File: src/bcs_pkg.sv
// Purpose: Constants for the bus cycle sequencer
// Assumes: One 125 MHz clock; half states are clk_sys cycles
// Notes: One bus T state spans two clk_sys cycles (rise half, fall half)
// Function
// - Machine cycle is three to six states
// - Opcode fetch lasts four to six states
// - Data cycles last three to five states
// - Wait sampled at T2 fall and waits
// - Fetch: address and strobes change on the same edge
// - Capture fetch data at T3 rise
// - Refresh address and strobe in T3, T4
// - Memory read/write three states plus waits
// - Write strobe released half state early
// - I/O cycles add one automatic wait
// - Bus request sampled at last state
// - Grant within one machine cycle
// - No interrupts while bus is granted
// - Interrupt sampled at instruction end, gated
// - Acknowledge uses I/O request, reads vector
// - Acknowledge adds two automatic waits
// - Grant after lines go high impedance
// - Refresh counter low seven bits increment
// - First-cycle indicator with fetch and acknowledge
package bcs_pkg;
  typedef enum logic [2:0] {
    BCS_CMD_FETCH = 3'h0,
    BCS_CMD_MEM_RD = 3'h1,
    BCS_CMD_MEM_WR = 3'h2,
    BCS_CMD_IO_RD = 3'h3,
    BCS_CMD_IO_WR = 3'h4
  } bcs_cmd_e;
  localparam logic [2:0] BCS_FETCH_MIN = 3'h4;
  localparam logic [2:0] BCS_FETCH_MAX = 3'h6;
  localparam logic [2:0] BCS_DATA_MIN = 3'h3;
  localparam logic [2:0] BCS_DATA_MAX = 3'h5;
  localparam logic [1:0] BCS_IO_AUTO_WAITS = 2'h1;
  localparam logic [1:0] BCS_ACK_AUTO_WAITS = 2'h2;
  localparam logic [6:0] BCS_REFRESH_STROBE_N_STEP = 7'h01;
  localparam logic [7:0] BCS_REFRESH_STROBE_N_RESET = 8'h00;
  localparam logic [7:0] BCS_PAGE_RESET = 8'h00;
endpackage : bcs_pkg

File: src/bcs_phase_if.sv
`timescale 1ns/100ps
// Purpose: Half-state phase carrier between sequencer and divider
// Assumes: Single clk_sys domain
// Notes: rise marks first half of a state, fall the second
interface bcs_phase_if;
  logic rise;
  logic fall;
  modport src (output rise, output fall);
  modport dst (input rise, input fall);
endinterface : bcs_phase_if

File: src/bcs_phase_gen.sv
`timescale 1ns/100ps
// Purpose: Split clk_sys into alternating state halves
// Assumes: Reset starts on a rising half
// Notes: Pulses are one clk_sys cycle wide
module bcs_phase_gen (
  input wire logic clk_sys,
  input wire logic arst_n,
  bcs_phase_if.src ph
);
  logic half_q;

  always_ff @(posedge clk_sys or negedge arst_n) begin
    if (!arst_n) begin
      half_q <= 1'b0;
    end else begin
      half_q <= ~half_q;
    end
  end

  assign ph.rise = ~half_q;
  assign ph.fall = half_q;
endmodule : bcs_phase_gen

File: src/bcs_sequencer.sv
`timescale 1ns/100ps
// Purpose: External bus machine cycle sequencer
// Assumes: Inputs synchronous to clk_sys; two clk_sys per bus state
// Notes: Each bus state = rise half then fall half; pins change per half
module bcs_sequencer (
  input wire logic clk_sys,
  input wire logic arst_n,
  input wire logic cyc_valid,
  input wire bcs_pkg::bcs_cmd_e cyc_cmd,
  input wire logic [15:0] cyc_addr,
  input wire logic [7:0] cyc_wdata,
  input wire logic [2:0] cyc_extra,
  input wire logic cyc_last,
  input wire logic int_enable_latch,
  input wire logic refresh_strobe_n_load,
  input wire logic [7:0] refresh_strobe_n_load_val,
  input wire logic [7:0] int_page,
  input wire logic wait_n,
  input wire logic bus_request_n,
  input wire logic int_n,
  input wire logic nmi_n,
  input wire logic [7:0] data_in,
  output logic cyc_ready,
  output logic cyc_done,
  output logic [7:0] cyc_rdata,
  output logic int_ack,
  output logic nmi_take,
  output logic [15:0] addr_out,
  output logic addr_oe,
  output logic [7:0] data_out,
  output logic data_oe,
  output logic ctrl_oe,
  output logic memory_request_n,
  output logic io_request_n,
  output logic rd_n,
  output logic wr_n,
  output logic refresh_strobe_n,
  output logic first_cycle_indicator_n,
  output logic bus_grant_n,
  output logic [7:0] refresh_strobe_n_count
);
  import bcs_pkg::*;

  typedef enum logic [4:0] {
    ST_IDLE = 5'b00001,
    ST_RUN = 5'b00010,
    ST_WAIT = 5'b00100,
    ST_HOLD = 5'b01000,
    ST_GRANT = 5'b10000
  } bcs_state_e;

  bcs_phase_if ph ();

  bcs_phase_gen u_phase (
    .clk_sys(clk_sys),
    .arst_n(arst_n),
    .ph(ph)
  );

  bcs_state_e state_q;
  bcs_cmd_e cmd_q;
  logic ack_q;
  logic last_q;
  logic [2:0] tstate_q;
  logic [2:0] len_q;
  logic [1:0] auto_q;
  logic [15:0] addr_q;
  logic [7:0] wdata_q;
  logic [7:0] refresh_strobe_n_q;
  logic [7:0] rdata_q;
  logic wait_smp_q;
  logic is_fetch;
  logic is_write;
  logic is_io;
  logic last_state;
  logic take_int;
  logic take_nmi;
  logic nmi_prev_q;
  logic nmi_pend_q;
  logic [2:0] len_d;

  assign is_fetch = (cmd_q == BCS_CMD_FETCH) | ack_q;
  assign is_write = (cmd_q == BCS_CMD_MEM_WR) | (cmd_q == BCS_CMD_IO_WR);
  assign is_io = (cmd_q == BCS_CMD_IO_RD) | (cmd_q == BCS_CMD_IO_WR);
  assign last_state = (tstate_q == len_q);

  // Extra states clamp to documented ranges
  always_comb begin
    if (cyc_cmd == BCS_CMD_FETCH) begin
      len_d = BCS_FETCH_MIN + cyc_extra;
      if (len_d > BCS_FETCH_MAX || len_d < BCS_FETCH_MIN) begin
        len_d = BCS_FETCH_MAX;
      end
    end else begin
      len_d = BCS_DATA_MIN + cyc_extra;
      if (len_d > BCS_DATA_MAX || len_d < BCS_DATA_MIN) begin
        len_d = BCS_DATA_MAX;
      end
    end
  end

  // Gated at instruction end; bus request takes priority
  assign take_nmi = nmi_pend_q & bus_request_n & last_q;
  assign take_int = ~int_n & int_enable_latch & bus_request_n
                    & last_q & ~take_nmi;

  // Falling edge latch of nmi_n between instructions
  always_ff @(posedge clk_sys or negedge arst_n) begin
    if (!arst_n) begin
      nmi_prev_q <= 1'b1;
      nmi_pend_q <= 1'b0;
    end else begin
      nmi_prev_q <= nmi_n;
      if (nmi_prev_q & ~nmi_n) begin
        nmi_pend_q <= 1'b1;
      end else if (nmi_take) begin
        nmi_pend_q <= 1'b0;
      end
    end
  end

  // Sequencing of states, waits and bus hand-over
  always_ff @(posedge clk_sys or negedge arst_n) begin
    if (!arst_n) begin
      state_q <= ST_IDLE;
      cmd_q <= BCS_CMD_FETCH;
      ack_q <= 1'b0;
      last_q <= 1'b0;
      tstate_q <= 3'h1;
      len_q <= BCS_FETCH_MIN;
      auto_q <= 2'h0;
      addr_q <= 16'h0000;
      wdata_q <= 8'h00;
      wait_smp_q <= 1'b0;
    end else begin
      case (state_q)
        ST_IDLE: begin
          if (ph.rise && !bus_request_n) begin
            state_q <= ST_HOLD;
          end else if (ph.fall && bus_request_n
                       && (take_int || cyc_valid)) begin
            // Taken on a fall half so that T1 opens on a rise half
            state_q <= ST_RUN;
            ack_q <= take_int;
            cmd_q <= take_int ? BCS_CMD_FETCH : cyc_cmd;
            len_q <= take_int ? BCS_FETCH_MIN : len_d;
            last_q <= take_int ? 1'b0 : cyc_last;
            addr_q <= cyc_addr;
            wdata_q <= cyc_wdata;
            tstate_q <= 3'h1;
            auto_q <= take_int ? BCS_ACK_AUTO_WAITS
                    : ((cyc_cmd == BCS_CMD_IO_RD ||
                        cyc_cmd == BCS_CMD_IO_WR)
                       ? BCS_IO_AUTO_WAITS : 2'h0);
          end
        end
        ST_RUN: begin
          if (ph.fall && tstate_q == 3'h2) begin
            wait_smp_q <= ~wait_n;
          end
          if (ph.fall) begin
            if (tstate_q == 3'h2 && (auto_q != 2'h0 || !wait_n)) begin
              state_q <= ST_WAIT;
            end else if (last_state) begin
              // Bus request seen at last state fall
              state_q <= bus_request_n ? ST_IDLE : ST_HOLD;
              if (is_fetch || ack_q) begin
                ack_q <= 1'b0;
              end
            end else begin
              tstate_q <= tstate_q + 3'h1;
            end
          end
        end
        ST_WAIT: begin
          if (ph.fall) begin
            wait_smp_q <= ~wait_n;
            if (auto_q != 2'h0) begin
              auto_q <= auto_q - 2'h1;
            end
            if (auto_q <= 2'h1 && wait_n) begin
              state_q <= ST_RUN;
              tstate_q <= 3'h3;
            end
          end
        end
        ST_HOLD: begin
          if (ph.rise) begin
            state_q <= ST_GRANT;
          end
        end
        ST_GRANT: begin
          if (ph.rise && bus_request_n) begin
            state_q <= ST_IDLE;
          end
        end
        default: begin
          state_q <= ST_IDLE;
        end
      endcase
    end
  end

  // Refresh counter: low seven bits count, top bit held
  always_ff @(posedge clk_sys or negedge arst_n) begin
    if (!arst_n) begin
      refresh_strobe_n_q <= BCS_REFRESH_STROBE_N_RESET;
    end else if (refresh_strobe_n_load) begin
      refresh_strobe_n_q <= refresh_strobe_n_load_val;
    end else if (state_q == ST_RUN && is_fetch && ph.fall
                 && last_state) begin
      refresh_strobe_n_q <= {refresh_strobe_n_q[7], refresh_strobe_n_q[6:0] + BCS_REFRESH_STROBE_N_STEP};
    end
  end

  // Data capture at T3 rise; vector read on acknowledge
  always_ff @(posedge clk_sys or negedge arst_n) begin
    if (!arst_n) begin
      rdata_q <= 8'h00;
      cyc_done <= 1'b0;
      int_ack <= 1'b0;
      nmi_take <= 1'b0;
      cyc_ready <= 1'b0;
    end else begin
      cyc_done <= 1'b0;
      int_ack <= 1'b0;
      nmi_take <= ph.rise && state_q == ST_IDLE && take_nmi
                  && !nmi_take;
      cyc_ready <= (state_q == ST_IDLE) && bus_request_n;
      if (state_q == ST_RUN && ph.rise && tstate_q == 3'h3) begin
        if (!is_write) begin
          rdata_q <= data_in;
        end
        cyc_done <= ~ack_q;
        int_ack <= ack_q;
      end
    end
  end

  // Pin drivers registered from the state one half ahead
  always_ff @(posedge clk_sys or negedge arst_n) begin
    if (!arst_n) begin
      addr_out <= 16'h0000;
      addr_oe <= 1'b0;
      data_out <= 8'h00;
      data_oe <= 1'b0;
      ctrl_oe <= 1'b0;
      memory_request_n <= 1'b1;
      io_request_n <= 1'b1;
      rd_n <= 1'b1;
      wr_n <= 1'b1;
      refresh_strobe_n <= 1'b1;
      first_cycle_indicator_n <= 1'b1;
      bus_grant_n <= 1'b1;
    end else begin
      bus_grant_n <= ~(state_q == ST_GRANT);
      addr_oe <= ~(state_q == ST_HOLD || state_q == ST_GRANT);
      ctrl_oe <= ~(state_q == ST_HOLD || state_q == ST_GRANT);
      if (state_q == ST_RUN || state_q == ST_WAIT) begin
        // Data enabled at T1 rise, with or before the write strobe, never after it
        data_oe <= is_write && !is_fetch;
        data_out <= wdata_q;
        if (is_fetch && tstate_q >= 3'h3) begin
          addr_out <= {int_page, 1'b0, refresh_strobe_n_q[6:0]};
          refresh_strobe_n <= 1'b0;
          rd_n <= 1'b1;
          io_request_n <= 1'b1;
          first_cycle_indicator_n <= 1'b1;
          // Held low until the last refresh state, then dropped
          memory_request_n <= (tstate_q == len_q);
        end else begin
          addr_out <= addr_q;
          refresh_strobe_n <= 1'b1;
          first_cycle_indicator_n <= ~is_fetch;
          if (ph.rise && tstate_q == 3'h1) begin
            // Strobes asserted on the same edge as the address, except I/O write and acknowledge strobes at T2 rise
            memory_request_n <= ~(!is_io && !ack_q);
            io_request_n <= ~is_io;
            rd_n <= ~(!is_write && !ack_q);
            wr_n <= ~(is_write && !is_io);
          end else if (ph.rise && tstate_q == 3'h2 && ack_q) begin
            io_request_n <= 1'b0;
          end else if (ph.rise && tstate_q == 3'h2 && is_io) begin
            wr_n <= ~is_write;
          end else if (ph.fall && last_state && state_q == ST_RUN
                       && !is_fetch) begin
            // Write drops at least a state and a half before address change
            memory_request_n <= 1'b1;
            io_request_n <= 1'b1;
            rd_n <= 1'b1;
            wr_n <= 1'b1;
          end
        end
      end else begin
        refresh_strobe_n <= 1'b1;
        first_cycle_indicator_n <= 1'b1;
        memory_request_n <= 1'b1;
        io_request_n <= 1'b1;
        rd_n <= 1'b1;
        wr_n <= 1'b1;
        data_oe <= 1'b0;
      end
    end
  end

  assign cyc_rdata = rdata_q;
  assign refresh_strobe_n_count = refresh_strobe_n_q;
endmodule : bcs_sequencer

File: config.mk
export PLATFORM = sky130hd
export DESIGN_NAME = bcs_sequencer
export DESIGN_NICKNAME = d
export VERILOG_FILES = /design/src/bcs_pkg.sv /design/src/bcs_phase_if.sv /design/src/bcs_phase_gen.sv /design/src/bcs_sequencer.sv
export SDC_FILE = /design/constraint.sdc
export NUM_CORES = 1
export LEC_CHECK = 0
export BUFFER_PORTS_ARGS = -buffer_cell sky130_fd_sc_hd__buf_2
export CORE_MARGIN = 5
export CORE_UTILIZATION = 48
export DETAILED_ROUTE_END_ITERATION = 7
export HOLD_SLACK_MARGIN = 0.15
export PLACE_DENSITY = 0.81
export SYNTH_ARGS = -nofsm -noshare
export SYNTH_HDL_FRONTEND = slang
export SYNTH_SLANG_ARGS = --single-unit
File: constraint.sdc
create_clock -name clk_sys -period 2.1 [get_ports clk_sys]
set_clock_uncertainty 0.05 [all_clocks]
set_input_delay 0.21 -clock clk_sys [delete_from_list [all_inputs] [get_ports clk_sys]]
set_output_delay 0.21 -clock clk_sys [all_outputs]
set_load 0.01 [all_outputs]
== Yosys cells after proc, flatten, opt, wreduce, memory -nomap -nowiden ==
Cells that the tools add are included.
Storage, ports and cells
  output and inout port bits: 54
  memories: 0
  bits in registers: 98
  bits in read-only memories: 0
  bits in writable memories: 0
  latch bits: 0
Cells by class
  bitwise operators: 24
  eq/ne operators: 36
  div/mod/pow operators: 0
  reduce and logical (&&, ||, !) cells: 59
  shift operators: 0
  add/subtract/negate cells: 5
  order comparisons: 6
  multiply operators: 0
  mux-type cells: 69
Operators with widths (number)
  2-to-1 mux 5 bit: 9
  2-to-1 mux 3 bit: 12
  2-to-1 mux 1 bit: 35
  logical AND 1 bit: 27
  one-hot mux 5 bit (5 select lines): 1
  != test 2 bit (second input constant): 11
  2-to-1 mux 16 bit: 1
  equality test 3 x 2 -> 1 bit (second input constant): 5
  inverter 1 bit: 14
  AND reduction 7 bit: 2
  2-to-1 mux 2 bit: 5
  nonzero test 2 bit: 5
  != test 3 bit (second input constant): 3
  one-hot mux 3 bit (3 select lines): 1
  AND reduction 3 bit: 3
  logical OR 1 bit: 8
  2-to-1 mux 8 bit: 1
  != test 4 x 1 -> 1 bit (second input constant): 2
  != test 4 bit (second input constant): 2
  AND reduction 8 bit: 1
  adder 7 x 1 -> 7 bit (second input constant): 1
  bitwise AND 1 bit: 7
  logical NOT 1 bit: 7
  2-to-1 mux 7 bit: 1
  other kinds (28): 35

== Depth between registers and ports, before layout ==
Gate-level depths: netlist (run 1).
  depth after elaboration: 10
  gate-level depth with buffers: 9
  mapped depth without buffers: 7

== By module ==
A second synthesis (run 1) with hierarchy kept.
Unflattened totals
  cells, all modules: 486
  area total of the unflattened synthesis: 4753.3 um^2
Modules (own cells, without submodules)
  bcs_sequencer: times used 1, area an instance 4724.5 um^2, cells each 484, seq. area each 2441.1 um^2
  bcs_phase_gen: times used 1, area an instance 28.8 um^2, cells each 2, seq. area each 25.0 um^2

== Worst setup path after synthesis (run 1) ==
OpenSTA, ideal clock, no wires.
  kind: reg-to-reg
  start point: register tstate_q[2]
  end point: register addr_out[10]
  cell stages (with the launch flop): 10
  data required time: 1916 ps
  arrival: 1951 ps
  slack: -35 ps
  period minus slack after synthesis: 2135 ps
  cell sequence: dfrtp_1 clkbuf_1 inv_1 ha_1 a211oi_1 o21bai_1 buf_2 buf_2 mux2i_1 o21ai_0
Between the ends
  cells in the longest elaborated chain, start to end: 3
Ends and longest elaborated chain
  from (decl): line bcs_sequencer.sv:64  | logic [2:0] tstate_q;
  from (signal assigned): line bcs_sequencer.sv:171  | tstate_q <= tstate_q + 3'h1;
  greater-or-equal comparator 3 x 2 -> 1 bit: line bcs_sequencer.sv:263  | if (is_fetch && tstate_q >= 3'h3) begin
  logical AND 1 bit: line bcs_sequencer.sv:263
  2-to-1 mux 16 bit: line bcs_sequencer.sv:263
  to (signal assigned): line bcs_sequencer.sv:264  | addr_out <= {int_page, 1'b0, refresh_strobe_n_q[6:0]};
  to (signal assigned): line bcs_sequencer.sv:272  | addr_out <= addr_q;
  to (decl): line bcs_sequencer.sv:28  | output logic [15:0] addr_out,
Every way passes these cells.
A chain may end at the register's enable or synchronous reset.

== Worst setup path after layout (run 1) ==
  start point: register state_q[0]
  end point: register wr_n
Between the ends
  cells in the longest elaborated chain, start to end: 5
  elaborated cells between the ends (all ways): 10
Ends and longest elaborated chain
  from (decl): line bcs_sequencer.sv:60  | bcs_state_e state_q;
  from (signal assigned): line bcs_sequencer.sv:166  | state_q <= bus_request_n ? ST_IDLE : ST_HOLD;
  equality test 5 x 2 -> 1 bit: line bcs_sequencer.sv:259, bcs_sequencer.sv:285
  logical AND 1 bit: line bcs_sequencer.sv:285  | end else if (ph.fall && last_state && state_q == ST_RUN
  logical AND 1 bit: line bcs_sequencer.sv:286  | && !is_fetch) begin
  != test 4 x 1 -> 1 bit (no line)
  AND reduction 3 bit (no line)
  to (signal assigned): line bcs_sequencer.sv:280  | wr_n <= ~(is_write && !is_io);
  to (signal assigned): line bcs_sequencer.sv:284  | wr_n <= ~is_write;
  to (decl): line bcs_sequencer.sv:36  | output logic wr_n,
Several ways; a longest one is shown, not always the timed one.

==> results of run 1 <==
==> where the power goes <==
part           leakage [nW]  total [mW]  switching (mW)  internal, mW
registers              1.19        3.06           0.434          2.62
logic                  1.77        3.02            1.53          1.48
clock network         0.109        1.37           0.682         0.688
total                  3.06        7.45            2.65          4.80
==> through the flow <==
stage	area (um2)	util (%)
2_1_floorplan	4660	-
3_3_place_gp	5560	58.0
3_5_place_dp	5560	58.0
4_1_cts	6390	66.6
5_1_grt	6460	67.3
6_report	6460	67.3
==> sequential cells by signal, indices dropped and copies added, names as in the netlist, 2 cells and up <==
register	flops
data_out	8
auto_q	2
addr_q	16
addr_out	16
cmd_q	3
refresh_strobe_n_count	8
state_q	5
tstate_q	3
cyc_rdata	8
len_q	3
wdata_q	8
==> routing by layer <==
metal	routed length, um	global-route usage, %
met5	0	0
met4	323	10.0
met3	900	4.78
met2	6110	36.5
met1	4900	26.4
==> final timing paths <==
path,to,start,cells past startpoint
max,wr_n,state_q[0],5
min,state_q[3],bus_request_n,2
max reg2reg,wr_n,state_q[0],5
min reg2reg,data_out[2],wdata_q[2],2
max in group asynchronous,cyc_rdata[0],arst_n,3
min in group asynchronous,cyc_rdata[3],arst_n,3
==> what timing repair did <==
item / 4_1_cts / 5_1_grt
setup endpoints to repair: 13 / 53
hold endpoints to repair: 152 / 0
hold buffers: 59 / 0
setup buffers: 0 / 0
resized for setup: 3 / 13
==> cell families after synthesis <==
logic type,count (synthesis)
AO/OA/AOI/OAI,76
AND/OR/NAND/NOR,137
multiplexers,57
buffers and inverters,41
flip-flops,98
adder cells (fa/ha/maj),9
XOR/XNOR,12
==> worst max-delay path: stages (launching register included) <==
cell and delay, ns:
dfstp_2 0.39, or3_4 0.39, or2_4 0.30, or4_4 0.50, a31oi_4 0.15, mux2i_1 0.20
==> final cells by class <==
| class | instances | area (um2) | area share, % |
|---|---|---|---|
| clock buffers | 10 | 128 | 1.98 |
| inverters | 17 | 63.8 | 0.988 |
| multi-input cells | 291 | 2090 | 32.4 |
| clock inverters | 6 | 96.3 | 1.49 |
| well taps | 133 | 166 | 2.58 |
| flip-flops and latches | 98 | 2470 | 38.2 |
| repair buffers | 205 | 1450 | 22.4 |
==> layout by cell type, fill, tap and decap left out, types with 3 or more instances in the layout <==
| cell type | n |
|---|---|
| buf_2 | 116 |
| clkbuf_8 | 9 |
| buf_12 | 4 |
| nand2b_1 | 5 |
| a21oi_1 | 6 |
| dfrtp_1 | 87 |
| nor3_1 | 7 |
| mux2_2 | 38 |
| o2111ai_1 | 3 |
| o21ai_0 | 37 |
| o211ai_1 | 5 |
| nor2b_1 | 4 |
| ha_1 | 8 |
| buf_4 | 26 |
| nand3b_1 | 4 |
| nor2_1 | 17 |
| o21ai_1 | 3 |
| dfstp_2 | 11 |
| xnor2_1 | 10 |
| nand3_1 | 14 |
| nor4_2 | 4 |
| nand2_1 | 57 |
| dlygate4sd3_1 | 59 |
| mux2i_1 | 19 |
| and2_1 | 3 |
| inv_1 | 16 |
==> metrics.txt, run 1 <==
status complete, no violations; Peak Freq 488 MHz; Fin. Hold Viols 0; Synth Area in Compound Gates 10.2%; RSZ-0062 raised after global routing true; largest cells by area after synthesis dfrtp_1 (47%), mux2_2 (9.2%), dfstp_2 (6.2%); largest family of logic cells by synthesized area simple AND/OR/NAND/NOR gates; Num CTS Buffers 9; clk sink count 98; worst skew pair latency 0.37 ns; Initial Util 48.5%; post-synthesis share of cell area spent on xor and xnor gates 2.26%; Die X 108 um; Critical Path Source Type register; Inserted Diodes 0; mux contribution to synthesized area 13.3%; P&R area growth vs syn 38.8%; synth cell count leaders dfrtp_1 (87), nand2_1 (57), mux2_2 (38), o21ai_0 (37), mux2i_1 (19); final wirelength 12200 um; Setup CP Type register to register; core area 9590 um2; H-tree depth 3; Port Buf Inserts 117; max cap viols 0; YS warnings 0; number of global-route vias before repair 4254; CP Data Arrival Time 2.30 ns; HP Class input port to register; cell area after synthesis 4650 um2; FFs w/ async S/R, synth 100%; pre-CTS setup slack -0.0503 ns; antenna violation net count after detailed routing 0; Clock Path Buffers 2; share of the yosys chip area belonging to registers 53.0%; Tot GR Track Use 21.6%; Lkg Pwr 3.06 nW; fin nets 695; Tmin final 2.05 ns; Post-Synthesis Cells 430; Die Y 108 um; Cell variety after synth 57; worst slew pin tran 0.540 ns; DRC violations left 0; die area 11800 um2; Post-synth EDFFs 0; Top Ports 118; 1st-pass router iterations 4; Syn Nets 503; FILL cells 755; Crit. End Element register; top-area cell type share of the netlist area 46.8%; clock root buffer clkbuf_8; Cell Rows 36; largest area contributor in the netlist dfrtp_1; Avg Inst Size Synth 10.8 um2; CTS tree done; VDD IR max 0.000736 V; DP Cell Count 685; post-DP HPWL 8260 um; Via Count 3994; grt total ovfl 0; Simple-Gate Fraction of Synth Area 14.9%; share of layout cells above drive strength 1 36.8%; Worst EP required 2.35 ns; First DRT Iteration DRCs 206; first-pass GRT wire length 19900 um; critical-path maximum fanout 7; FF-to-FF setup slack 0.05 ns; largest net degree at the start of global routing 60; Final Power 7.45 mW; ys flop type dfrtp_1; Worst slew margin 63.6%; Hold Slack 0.173 ns; Avg WL per Cell 16.1 um; post-synthesis adder-cell area fraction 2.42%; Max Transition Viols Final 0; Final Non-Filler Cells 760; Final WS setup 0.0522 ns; global placer's final weighted congestion 0.859; Setup-failing EPs final 0; top-count cell post-synth dfrtp_1; clock slew at reported path FFs 0.10 ns; Final Cycle Share 97.5%; Pwr Density 1150 nW/um2; vias per inst 5.26; Setup Total Neg Slack 0 ns; initial antenna violation count 0; Yosys reg bits 98
Note: power is estimated with default switching activity, not from simulation.
==> run 2, diff against run 1 <==
CELL_PAD_IN_SITES_DETAIL_PLACEMENT = 0   (was default)
CELL_PAD_IN_SITES_GLOBAL_PLACEMENT = 1   (was default)
CORE_UTILIZATION = 37   (was 48)
==> run 2 against run 1 <==
  * The run now ends with setup timing left
  * Via count fell by 2.0%
  * Routed wire length rose by 1.4%
  * Combinational power about the same
  * Power grew 2.3%
  * Fmax decreased by 3.0%
  * Critical path depth did not move
  * Worst setup slack worse by 0.063 ns
  * Clock power increased by 14%
  * Design area rose by 0.91%
  * Critical path type unchanged
==> metrics.txt, run 2 (synthesized netlist as in run 1, its figures left out) <==
status complete, but fails checks; failing checks setup timing; Top Ports 118; Clock Path Buffers 2; Tmin final 2.11 ns; die area 14900 um2; DRC violations left 0; core area 12500 um2; critical-path maximum fanout 7; biggest regs addr_out: 16 flops, addr_q: 16 flops; Inserted Diodes 0; Critical Path Source Type register; Setup-failing EPs final 1; final wirelength 12400 um; RSZ-0062 raised after global routing true; Tot GR Track Use 17.1%; P_sw 2.66 mW; CP Launch Point state_q[0]; Lkg Pwr 3.08 nW; Die X 122 um; Final WS setup -0.0106 ns; Port Buf Inserts 117; clock slew at reported path FFs 0.06 ns; 1st-pass router iterations 4; clock root buffer clkbuf_16; worst reg2reg path endpoint wr_n; Register Area 2470 um2; initial antenna violation count 0; post-DP HPWL 8600 um; largest net degree at the start of global routing 45; worst slew pin tran 0.615 ns; HP Class input port to register; clock power share 20.5%; CP Data Arrival Time 2.34 ns; FILL cells 1144; Sw Ratio 34.9%; slowest CP cell or4_1; P&R area growth vs syn 40.1%; VDD IR max 0.000558 V; crit-path max cell delay 0.48 ns; Worst EP required 2.33 ns; Fin. Hold Viols 0; Pwr Density 1170 nW/um2; worst skew pair latency 0.36 ns; pre-CTS setup slack -0.0548 ns; First DRT Iteration DRCs 194; clk sink count 98; Peak Freq 474 MHz; Max Transition Viols Final 0; design internal power 4.96 mW; most common cell after layout, fill and taps aside buf_2; antenna violation net count after detailed routing 0; grt total ovfl 0; vias per inst 4.90; DP Cell Count 726; Hold Slack 0.166 ns; placed cell area 5620 um2; Num CTS Buffers 9; fin nets 694; commonest cells after routing, fill and taps aside buf_2 (116), dfrtp_1 (85), nand2_1 (57), dlygate4sd3_1 (54), mux2_2 (38); end point of the critical path wr_n; global placer's final weighted congestion 0.813; Final Non-Filler Cells 798; max cap viols 0; FF-to-FF setup slack -0.01 ns; Initial Util 37.3%; Crit. End Element register; area of the multi-input gates 2050 um2; Final Power 7.62 mW; Die Y 122 um; first-pass GRT wire length 19900 um; H-tree depth 3; combinational fraction of design power 39.5%; Via Count 3914; share of layout cells above drive strength 1 37.1%; Worst slew margin 59.0%; Avg WL per Cell 15.5 um; FF-to-FF path depth 5; post-layout util 52.3%; Setup Total Neg Slack -0.0106 ns; number of global-route vias before repair 4021; Setup CP Type register to register; sequential share of power 40.1%; critical path cell sequence or3_4 > or2_4 > or4_1 > a31oi_1 > mux2i_1; Cell Rows 41; Final Cycle Share 101%; Worst R2R Start state_q[0]; final instance area 6520 um2; CTS tree done
==> run 2: cell types whose count changed in the layout (fill, tap and decap cells not counted), moves of 3 or more <==
| cell | change |
|---|---|
| clkbuf_16 | +10 |
| buf_4 | +3 |
| clkbuf_8 | -8 |
| clkinv_2 | +3 |
| dlygate4sd3_1 | -5 |
==> run 2: power groups by stage <==
stage	combinational, mW	sequential [mW]	clock [mW]
2_1_floorplan	1.62	3.16	0
3_3_place_gp	2.77	3.05	0
3_5_place_dp	2.85	3.08	0
4_1_cts	2.95	3.05	1.60
5_1_grt	3.33	3.15	1.69
6_report	3.01	3.05	1.56
==> run 2: layout make-up <==
cell class              instances  area share (%)
clock buffers                  11            3.72
clock inverters                 5           0.461
inverters                      17           0.979
multi-input cells             291            31.5
flip-flops and latches         98            37.9
well taps                     172            3.30
repair buffers                204            22.2
==> run 2: layer usage <==
metal	up-vias	GRT usage (%)	wire (um)
li1	1898	-	-
met1	1892	21.8	5440
met4	0	5.67	161
met3	9	5.34	945
met2	115	27.7	5850
met5	-	0	0
==> run 2: worst max-delay path: cells and delay by family (launching register included) <==
kind            cells  cell delay (ns)
mux                 1             0.23
simple gates        3             1.15
compound gates      1             0.22
flops               1             0.39
==> run 2: worst min path at each step <==
stage | from | endpoint | slack (ns) | depth (start not counted)
floorplan | arst_n | ack_q | -0.14 | 0
global placement | arst_n | auto_q[1] | 0.20 | 1
detailed placement | arst_n | auto_q[1] | 0.21 | 1
CTS | bus_request_n | state_q[3] | 0.16 | 2
global route | refresh_strobe_n_load | refresh_strobe_n_count[3] | 0.18 | 2
finish | refresh_strobe_n_load | refresh_strobe_n_count[5] | 0.17 | 3
==> run 2: repair_timing <==
action	in CTS	in global routing
setup buffers	0	1
resized for setup	2	10
endpoints found under the setup margin	12	43
pin swaps	0	2
gates cloned	0	1
hold buffers	54	0
hold endpoints to repair	89	0
